File: config.mk
export PLATFORM = sky130hd
export DESIGN_NAME = fci_codec
export DESIGN_NICKNAME = d
export VERILOG_FILES = /design/src/fci_pkg.sv /design/src/fci_codec.sv
export SDC_FILE = /design/constraint.sdc
export NUM_CORES = 1
export LEC_CHECK = 0
export BUFFER_PORTS_ARGS = -buffer_cell sky130_fd_sc_hd__buf_2
export CORE_ASPECT_RATIO = 0.8
export CORE_MARGIN = 10
export CORE_UTILIZATION = 65
export CTS_BUF_LIST = sky130_fd_sc_hd__clkbuf_8
export DETAILED_ROUTE_END_ITERATION = 10
export GPL_ROUTABILITY_DRIVEN = 0
export PLACE_DENSITY = 0.82
export SYNTH_ARGS = -nofsm -noshare
export SYNTH_HDL_FRONTEND = slang
export SYNTH_SLANG_ARGS = --single-unit
File: constraint.sdc
create_clock -name sys_clk -period 30 [get_ports sys_clk]
set_input_delay 4.5 -clock sys_clk [delete_from_list [all_inputs] [get_ports sys_clk]]
set_output_delay 4.5 -clock sys_clk [all_outputs]
set_load 0.01 [all_outputs]
File: src/fci_pkg.sv
`default_nettype none
package fci_pkg;
    localparam int BYTE_BITS = 8;
    localparam int MAT_DIM = 4;
    localparam int MAT_BITS = MAT_DIM * MAT_DIM;
    localparam int NSTATE = 8;
    localparam int SURV = 16;
    localparam int PM_W = 6;
    localparam int BUF_DEPTH = 2;
    localparam int BUF_AW = 1;
    localparam int BUF_W = 9;
    // generators 17 and 15 octal, constraint length four
    localparam logic [3:0] GEN_A = 4'hf;
    localparam logic [3:0] GEN_B = 4'hd;
    localparam logic [1:0] LEN_FIXED = 2'h0;
    localparam logic [PM_W-1:0] PM_BAD = 6'h20;
    localparam logic [3:0] ENC_LAST = 4'h7;
    localparam logic [3:0] SEND_FEC = 4'hf;
    localparam logic [3:0] SEND_RAW = 4'h7;
    localparam logic [3:0] FILL_LAST = 4'hf;
    localparam logic [2:0] PAIR_LAST = 3'h7;
    localparam logic [1:0] PAD_ODD = 2'h1;
    localparam logic [1:0] PAD_EVEN = 2'h2;
    localparam logic [11:0] DEC_LAG = 12'h00f;
    typedef enum logic [1:0] {
        T_IDLE = 2'b00,
        T_ENC = 2'b01,
        T_SEND = 2'b10
    } fci_tx_e;
    typedef enum logic [1:0] {
        R_IDLE = 2'b00,
        R_FILL = 2'b01,
        R_DEC = 2'b10,
        R_FLUSH = 2'b11
    } fci_rx_e;
    // row-major index of the k-th bit taken column by column
    function automatic logic [3:0] fci_col_idx(input logic [3:0] k);
        return {k[1:0], k[3:2]};
    endfunction : fci_col_idx
    function automatic logic [1:0] fci_enc(input logic b, input logic [2:0] s);
        return {^({b, s} & GEN_A), ^({b, s} & GEN_B)};
    endfunction : fci_enc
endpackage : fci_pkg
`default_nettype wire

File: src/fci_codec.sv
`timescale 1ns/1ps
`default_nettype none
module fci_codec
    import fci_pkg::*;
(
    input wire logic sys_clk,
    input wire logic rst_n,
    input wire logic error_correction_enable,
    input wire logic [1:0] length_format,
    input wire logic tx_in_valid,
    output logic tx_in_ready,
    input wire logic [7:0] tx_in_data,
    input wire logic tx_in_last,
    output logic tx_out_valid,
    input wire logic tx_out_ready,
    output logic tx_out_bit,
    output logic tx_out_last,
    input wire logic rx_start,
    input wire logic [7:0] payload_len,
    input wire logic rx_in_valid,
    output logic rx_in_ready,
    input wire logic rx_in_bit,
    output logic rx_out_valid,
    input wire logic rx_out_ready,
    output logic [7:0] rx_out_data,
    output logic rx_out_last
);
    logic fec_ok;
    logic tx_mode;
    assign fec_ok = error_correction_enable && (length_format == LEN_FIXED);
    fci_tx_e tx_st_q, tx_st_d;
    logic tx_fec_q, tx_fec_d, tx_inpkt_q, tx_inpkt_d, tx_odd_q, tx_odd_d;
    logic end_q, end_d;
    logic [1:0] pad_q, pad_d;
    logic [7:0] byte_q, byte_d;
    logic [2:0] enc_q, enc_d;
    logic [MAT_BITS-1:0] mat_q, mat_d, sh_q, sh_d;
    logic [3:0] cnt_q, cnt_d;
    logic [1:0] cw;
    // mode is frozen for the whole packet so a mid-packet change cannot split it
    assign tx_mode = tx_inpkt_q ? tx_fec_q : fec_ok;
    always_comb begin
        tx_st_d = tx_st_q;
        tx_fec_d = tx_fec_q;
        tx_inpkt_d = tx_inpkt_q;
        tx_odd_d = tx_odd_q;
        end_d = end_q;
        pad_d = pad_q;
        byte_d = byte_q;
        enc_d = enc_q;
        mat_d = mat_q;
        sh_d = sh_q;
        cnt_d = cnt_q;
        tx_in_ready = 1'b0;
        cw = fci_enc(byte_q[7], enc_q);
        unique case (tx_st_q)
            T_IDLE: begin
                if (pad_q != 2'h0) begin
                    byte_d = 8'h00;
                    pad_d = pad_q - 2'h1;
                    end_d = (pad_q == PAD_ODD);
                    cnt_d = 4'h0;
                    tx_st_d = T_ENC;
                end else begin
                    tx_in_ready = 1'b1;
                    if (tx_in_valid) begin
                        byte_d = tx_in_data;
                        tx_fec_d = tx_mode;
                        if (!tx_inpkt_q) begin
                            enc_d = 3'h0;
                        end
                        tx_odd_d = !(tx_inpkt_q && tx_odd_q);
                        tx_inpkt_d = !tx_in_last;
                        end_d = tx_in_last && !tx_mode;
                        if (tx_in_last && tx_mode) begin
                            pad_d = tx_odd_d ? PAD_ODD : PAD_EVEN;
                        end
                        if (tx_mode) begin
                            cnt_d = 4'h0;
                            tx_st_d = T_ENC;
                        end else begin
                            sh_d = {tx_in_data, 8'h00};
                            cnt_d = SEND_RAW;
                            tx_st_d = T_SEND;
                        end
                    end
                end
            end
            T_ENC: begin
                mat_d[{cnt_q[2:0], 1'b0}] = cw[1];
                mat_d[{cnt_q[2:0], 1'b1}] = cw[0];
                enc_d = {byte_q[7], enc_q[2:1]};
                byte_d = {byte_q[6:0], 1'b0};
                cnt_d = cnt_q + 4'h1;
                if (cnt_q == ENC_LAST) begin
                    for (int k = 0; k < MAT_BITS; k++) begin
                        sh_d[MAT_BITS-1-k] = mat_d[fci_col_idx(4'(k))];
                    end
                    cnt_d = SEND_FEC;
                    tx_st_d = T_SEND;
                end
            end
            T_SEND: begin
                if (tx_out_ready) begin
                    sh_d = {sh_q[MAT_BITS-2:0], 1'b0};
                    cnt_d = cnt_q - 4'h1;
                    if (cnt_q == 4'h0) begin
                        tx_st_d = T_IDLE;
                    end
                end
            end
            default: tx_st_d = T_IDLE;
        endcase
    end
    always_ff @(posedge sys_clk or negedge rst_n) begin
        if (!rst_n) begin
            tx_st_q <= T_IDLE;
            tx_fec_q <= 1'b0;
            tx_inpkt_q <= 1'b0;
            tx_odd_q <= 1'b0;
            end_q <= 1'b0;
            pad_q <= 2'h0;
            byte_q <= 8'h00;
            enc_q <= 3'h0;
            mat_q <= 16'h0000;
            sh_q <= 16'h0000;
            cnt_q <= 4'h0;
        end else begin
            tx_st_q <= tx_st_d;
            tx_fec_q <= tx_fec_d;
            tx_inpkt_q <= tx_inpkt_d;
            tx_odd_q <= tx_odd_d;
            end_q <= end_d;
            pad_q <= pad_d;
            byte_q <= byte_d;
            enc_q <= enc_d;
            mat_q <= mat_d;
            sh_q <= sh_d;
            cnt_q <= cnt_d;
        end
    end
    assign tx_out_valid = (tx_st_q == T_SEND);
    assign tx_out_bit = sh_q[MAT_BITS-1];
    assign tx_out_last = (tx_st_q == T_SEND) && (cnt_q == 4'h0) && end_q;

    fci_rx_e rx_st_q, rx_st_d;
    logic rx_fec_q, rx_fec_d, ofull_q, ofull_d, olast_q, olast_d;
    logic [10:0] len8_q, len8_d, ocnt_q, ocnt_d;
    logic [11:0] tot_q, tot_d, dec_q, dec_d, pos;
    logic [MAT_BITS-1:0] rmat_q, rmat_d;
    logic [3:0] rcnt_q, rcnt_d;
    logic [2:0] obit_q, obit_d, nsv, best;
    logic [7:0] obyte_q, obyte_d;
    logic [PM_W-1:0] pm_q [NSTATE];
    logic [PM_W-1:0] pm_d [NSTATE];
    logic [PM_W-1:0] acs_pm [NSTATE];
    logic [SURV-1:0] sur_q [NSTATE];
    logic [SURV-1:0] sur_d [NSTATE];
    logic [SURV-1:0] acs_sur [NSTATE];
    logic [PM_W-1:0] mn, ma, mb;
    logic [1:0] sym, xa, xb;
    logic emit, ebit, push;
    logic [1:0] bcnt_q, bcnt_d;
    assign push = ofull_q && (bcnt_q != 2'(BUF_DEPTH));
    always_comb begin
        rx_st_d = rx_st_q;
        rx_fec_d = rx_fec_q;
        len8_d = len8_q;
        tot_d = tot_q;
        dec_d = dec_q;
        ocnt_d = ocnt_q;
        rmat_d = rmat_q;
        rcnt_d = rcnt_q;
        obit_d = obit_q;
        obyte_d = obyte_q;
        ofull_d = ofull_q && !push;
        olast_d = olast_q;
        pm_d = pm_q;
        sur_d = sur_q;
        rx_in_ready = 1'b0;
        emit = 1'b0;
        ebit = 1'b0;
        pos = tot_q - 12'h001 - {1'b0, ocnt_q};
        sym = {rmat_q[{rcnt_q[2:0], 1'b0}], rmat_q[{rcnt_q[2:0], 1'b1}]};
        mn = pm_q[0];
        for (int i = 1; i < NSTATE; i++) begin
            if (pm_q[i] < mn) begin
                mn = pm_q[i];
            end
        end
        // add-compare-select; metrics renormalised by the old minimum every step
        for (int n = 0; n < NSTATE; n++) begin
            nsv = 3'(n);
            xa = fci_enc(nsv[2], {nsv[1:0], 1'b0}) ^ sym;
            xb = fci_enc(nsv[2], {nsv[1:0], 1'b1}) ^ sym;
            ma = pm_q[{nsv[1:0], 1'b0}] - mn + PM_W'(xa[0]) + PM_W'(xa[1]);
            mb = pm_q[{nsv[1:0], 1'b1}] - mn + PM_W'(xb[0]) + PM_W'(xb[1]);
            if (mb < ma) begin
                acs_pm[n] = mb;
                acs_sur[n] = {sur_q[{nsv[1:0], 1'b1}][SURV-2:0], nsv[2]};
            end else begin
                acs_pm[n] = ma;
                acs_sur[n] = {sur_q[{nsv[1:0], 1'b0}][SURV-2:0], nsv[2]};
            end
        end
        best = 3'h0;
        for (int i = 1; i < NSTATE; i++) begin
            if (acs_pm[i] < acs_pm[best]) begin
                best = 3'(i);
            end
        end
        unique case (rx_st_q)
            R_IDLE: begin
                if (rx_start) begin
                    rx_fec_d = fec_ok;
                    len8_d = {payload_len, 3'h0};
                    tot_d = {{1'b0, payload_len} + {7'h00, payload_len[0] ? PAD_ODD : PAD_EVEN}, 3'h0};
                    dec_d = 12'h000;
                    ocnt_d = 11'h000;
                    rcnt_d = 4'h0;
                    obit_d = 3'h0;
                    for (int i = 0; i < NSTATE; i++) begin
                        pm_d[i] = (i == 0) ? '0 : PM_BAD;
                        sur_d[i] = '0;
                    end
                    rx_st_d = R_FILL;
                end
            end
            R_FILL: begin
                if (rx_fec_q) begin
                    rx_in_ready = 1'b1;
                    if (rx_in_valid) begin
                        rmat_d[fci_col_idx(rcnt_q)] = rx_in_bit;
                        rcnt_d = rcnt_q + 4'h1;
                        if (rcnt_q == FILL_LAST) begin
                            rx_st_d = R_DEC;
                        end
                    end
                end else if (ocnt_q == len8_q) begin
                    rx_st_d = R_IDLE;
                end else begin
                    rx_in_ready = !ofull_q;
                    emit = rx_in_valid && !ofull_q;
                    ebit = rx_in_bit;
                end
            end
            R_DEC: begin
                // a full output byte stalls decoding, so the FIFO back-pressure reaches rx_in_ready
                if (!ofull_q) begin
                    pm_d = acs_pm;
                    sur_d = acs_sur;
                    dec_d = dec_q + 12'h001;
                    emit = (dec_q >= DEC_LAG) && (ocnt_q < len8_q);
                    ebit = acs_sur[best][SURV-1];
                    rcnt_d = {1'b0, rcnt_q[2:0] + 3'h1};
                    if (rcnt_q[2:0] == PAIR_LAST) begin
                        rx_st_d = (dec_d == tot_q) ? R_FLUSH : R_FILL;
                    end
                end
            end
            R_FLUSH: begin
                // padding zeros drive the trellis home, so state zero holds the best path
                if (ocnt_q == len8_q) begin
                    rx_st_d = ofull_q ? R_FLUSH : R_IDLE;
                end else begin
                    emit = !ofull_q;
                    ebit = sur_q[0][pos[3:0]];
                end
            end
        endcase
        if (emit) begin
            obyte_d = {obyte_q[6:0], ebit};
            obit_d = obit_q + 3'h1;
            ocnt_d = ocnt_q + 11'h001;
            if (obit_q == PAIR_LAST) begin
                ofull_d = 1'b1;
                olast_d = (ocnt_d == len8_q);
            end
        end
    end
    always_ff @(posedge sys_clk or negedge rst_n) begin
        if (!rst_n) begin
            rx_st_q <= R_IDLE;
            rx_fec_q <= 1'b0;
            len8_q <= 11'h000;
            tot_q <= 12'h000;
            dec_q <= 12'h000;
            ocnt_q <= 11'h000;
            rmat_q <= 16'h0000;
            rcnt_q <= 4'h0;
            obit_q <= 3'h0;
            obyte_q <= 8'h00;
            ofull_q <= 1'b0;
            olast_q <= 1'b0;
            pm_q <= '{default: '0};
            sur_q <= '{default: '0};
        end else begin
            rx_st_q <= rx_st_d;
            rx_fec_q <= rx_fec_d;
            len8_q <= len8_d;
            tot_q <= tot_d;
            dec_q <= dec_d;
            ocnt_q <= ocnt_d;
            rmat_q <= rmat_d;
            rcnt_q <= rcnt_d;
            obit_q <= obit_d;
            obyte_q <= obyte_d;
            ofull_q <= ofull_d;
            olast_q <= olast_d;
            pm_q <= pm_d;
            sur_q <= sur_d;
        end
    end

    logic [BUF_W-1:0] buf_q [BUF_DEPTH];
    logic [BUF_W-1:0] buf_d [BUF_DEPTH];
    logic [BUF_AW-1:0] wp_q, wp_d, rp_q, rp_d;
    logic pop;
    assign pop = rx_out_valid && rx_out_ready;
    always_comb begin
        buf_d = buf_q;
        wp_d = wp_q;
        rp_d = rp_q;
        bcnt_d = bcnt_q;
        if (push) begin
            buf_d[wp_q] = {olast_q, obyte_q};
            wp_d = wp_q + 1'b1;
        end
        if (pop) begin
            rp_d = rp_q + 1'b1;
        end
        if (push && !pop) begin
            bcnt_d = bcnt_q + 2'h1;
        end else if (pop && !push) begin
            bcnt_d = bcnt_q - 2'h1;
        end
    end
    always_ff @(posedge sys_clk or negedge rst_n) begin
        if (!rst_n) begin
            buf_q <= '{default: '0};
            wp_q <= '0;
            rp_q <= '0;
            bcnt_q <= 2'h0;
        end else begin
            buf_q <= buf_d;
            wp_q <= wp_d;
            rp_q <= rp_d;
            bcnt_q <= bcnt_d;
        end
    end
    assign rx_out_valid = (bcnt_q != 2'h0);
    assign rx_out_data = buf_q[rp_q][7:0];
    assign rx_out_last = buf_q[rp_q][8];
endmodule : fci_codec
`default_nettype wire

==> run metrics <==
IO Pins 43; Fin. Hold Viols 0; crit share post-route 0.9718; fin nets between 3,000 and 4,000; Final Setup Violations 0; Yosys cell types approximately 110; Crit path arrival time between 20 and 30 ns; DR vias/cell 6.523; slew margin rel. 0.2321; final wirelength between 60,000 and 70,000 um; register bit count reported by yosys 300; Clock Sinks 300; CP Max Fanout 18; type of the tightest min-delay check flop to flop; DR WL/cell slightly above 20 um; Synth area leader dfrtp_1; worst endpoint required time 30.53 ns; IO Port Bufs 42; CTS tree done; CP Class flop to flop; power share of the sequential group 0.445; Post-Syn Area per Cell around 8.7 um^2; global-route wire length before repair ~110,000 um; final setup TNS 0 ns; CTS H-tree depth 2; DP Cell Count around 3,200; Critical-path top delay cell nor3b_2; status completed; Most used DFF post-synth dfrtp_1; Clk pwr share 0.331; DR WL met2 around 30,000 um; Die ar. between 40,000 and 50,000 um^2; vias in the first global route 20,630; Num CTS Buffers just under 50; Synth Cell Area 23,860 um^2; Core Area 36,070 um^2; top cell type's share of synthesized area 0.3147; number of diodes 0; Crit. End Element flop; Post-Syn Nets slightly below 3,000; Starting Density 0.6614; LEAKAGE 12.00 nW; Total GRT Usage 0.2940; clk slew on worst S/H paths around 0.06 ns; Vias 21,710; first-pass detailed-route iteration total 7; Async SR Flop Fraction 1.000; Skew-Pair Late Insertion Delay 0.62 ns; largest net degree at the start of global routing between 100 and 150; crit path launch type flop; gr ovfl total 0; Post-DP HPWL between 40,000 and 50,000 um; layout cells sized above 1 0.1387; Die Ht about 190 um; clk root buf clkbuf_8; fin cells approximately 3,300; clock buffer depth 3; NetSw ~0.37 mW; initial antenna violation count 0; Ys Warns 0; Max Slew Vio Count 0; Post-synth EDFFs 0; worst slew pin tran ~1.1 ns; DR iter-0 viols between 2,000 and 3,000; largest cells by area after synthesis dfrtp_1, ha_1, mux2i_1, nand2_1, o21ai_0; P&R area growth vs syn 9.771%; Top cell by count, worst path ha_1; Post-Synthesis Cells around 2,800; CP max stage delay 0.57 ns; peak supply drop roughly 130 uV; length of routed met3 wiring 7605 um; Die Width 234.2 um; DRC 0; Rows 62; register area share after synthesis 0.3147; max frequency 34.30 MHz; clk_skew around 0.036 ns; M1 wire length between 20,000 and 30,000 um; Comb pwr share 0.224; min Tclk post-route roughly 29 ns; Cell Int Power roughly 0.75 mW; Top Metal Used met4; total of max-cap violations 0; Pwr Density ~43 nW/um^2; Final ANT Viol Nets 0; switch share 0.3323
-- state kept, by name (all words and copies together), names as in the netlist, 11 cells and up --
signal and cells:
buf_q 18, mat_q 16, rmat_q 16, sh_q 16, ocnt_q 11, pm_q 48, dec_q 12, sur_q 100
-- cell usage after synthesis, drive strengths merged (37+ instances only) --
cell type  count
o21ai        297
inv          173
clkbuf        97
mux2i        153
nand2        399
nand3         56
xor2          48
nor2         158
a21o          37
mux2          76
ha           173
xnor2        120
nand2b        43
a21oi        136
dfrtp        300
-- power groups by stage --
stage | clock, mW | sequential [mW] | combinational (mW)
6_report | 0.373 | 0.500 | 0.252
2_1_floorplan | 0 | 0.485 | 0.197
4_1_cts | 0.376 | 0.499 | 0.251
3_3_place_gp | 0 | 0.501 | 0.240
5_1_grt | 0.395 | 0.507 | 0.284
3_5_place_dp | 0 | 0.505 | 0.250
-- worst paths after layout --
kind | startpoint | to | slack (ns) | cells after the start
min reg2reg | sur_q[0] | sur_q[0] | 0.48 | 2
max reg2reg | pm_q[45] | obyte_q[0] | 0.85 | 141
max | pm_q[45] | obyte_q[0] | 0.85 | 141
min | sur_q[0] | sur_q[0] | 0.48 | 2
min in group asynchronous | rst_n | pm_q[3] | 3.91 | 1
max in group asynchronous | rst_n | tx_st_q[1] | 23.85 | 3
-- cells in the final DEF (no fill, tap or decap), drive strengths merged, types with 56 or more instances in the layout --
master	instances
nand2	399
dfrtp	300
o21ai	297
inv	189
ha	173
nor2	158
mux2i	153
a21oi	136
buf	127
xnor2	120
mux2	76
clkbuf	63
nand3	56
-- worst max-delay path: cells and delay by family, from the launching register on --
family	cells	cell delay, ns
muxes	7	1.78
DFF	1	0.41
adders and majority gates	17	4.57
buffers and inverters	15	1.87
AOI/OAI and AO/OA	64	13.05
xor gates and xnor gates	2	0.59
and+or+nand+nor	36	6.73
-- per-layer routing --
layer	up-vias	GRT usage
li1	9858	-
met1	10410	0.3950
met2	1198	0.4492
met3	243	0.08312
met4	0	0.09710
met5	-	0
-- cell type report --
cell class,instances,area [um^2]
clock inverter,24,140.1
clock buffer,63,867.1
inverter,173,649.4
fill,2555,9884
multi-input combinational,2161,15550
tap,480,600.6
sequential,300,7510
timing repair buffer,127,865.8
-- per-stage QoR --
stage	util	setup slack, ns	cell area, um^2	total power, mW	hold WS [ns]
global placement	0.6814	0.8456	24580	0.7416	0.4606
finish	0.7260	0.8465	26190	1.124	0.4839
global route	0.7260	-0.5435	26190	1.187	0.5146
detailed placement	0.6814	-0.7314	24580	0.7557	0.4705
floorplan	-	2.434	23860	0.6821	0.4453
CTS	0.7108	0.03925	25640	1.126	0.4864
-- logic make-up after synthesis --
| group | share of synthesized area |
|---|---|
| compound gates | 0.1904 |
| xor+xnor | 0.06294 |
| flops | 0.3147 |
| buf+inv | 0.04694 |
| mux | 0.1088 |
| fa+ha+maj | 0.1142 |
| simple gates | 0.1620 |
-- what timing repair did --
action / in CTS / in global routing
cloned: 0 / 0
gates resized for setup: 6 / 58
hold buffers: 0 / 0
endpoints found under the setup margin: 1 / 1
setup buffers: 4 / 39
pin swaps: 2 / 20
hold endpoints to repair: 0 / 0
Note: power is estimated with default switching activity, not from simulation.
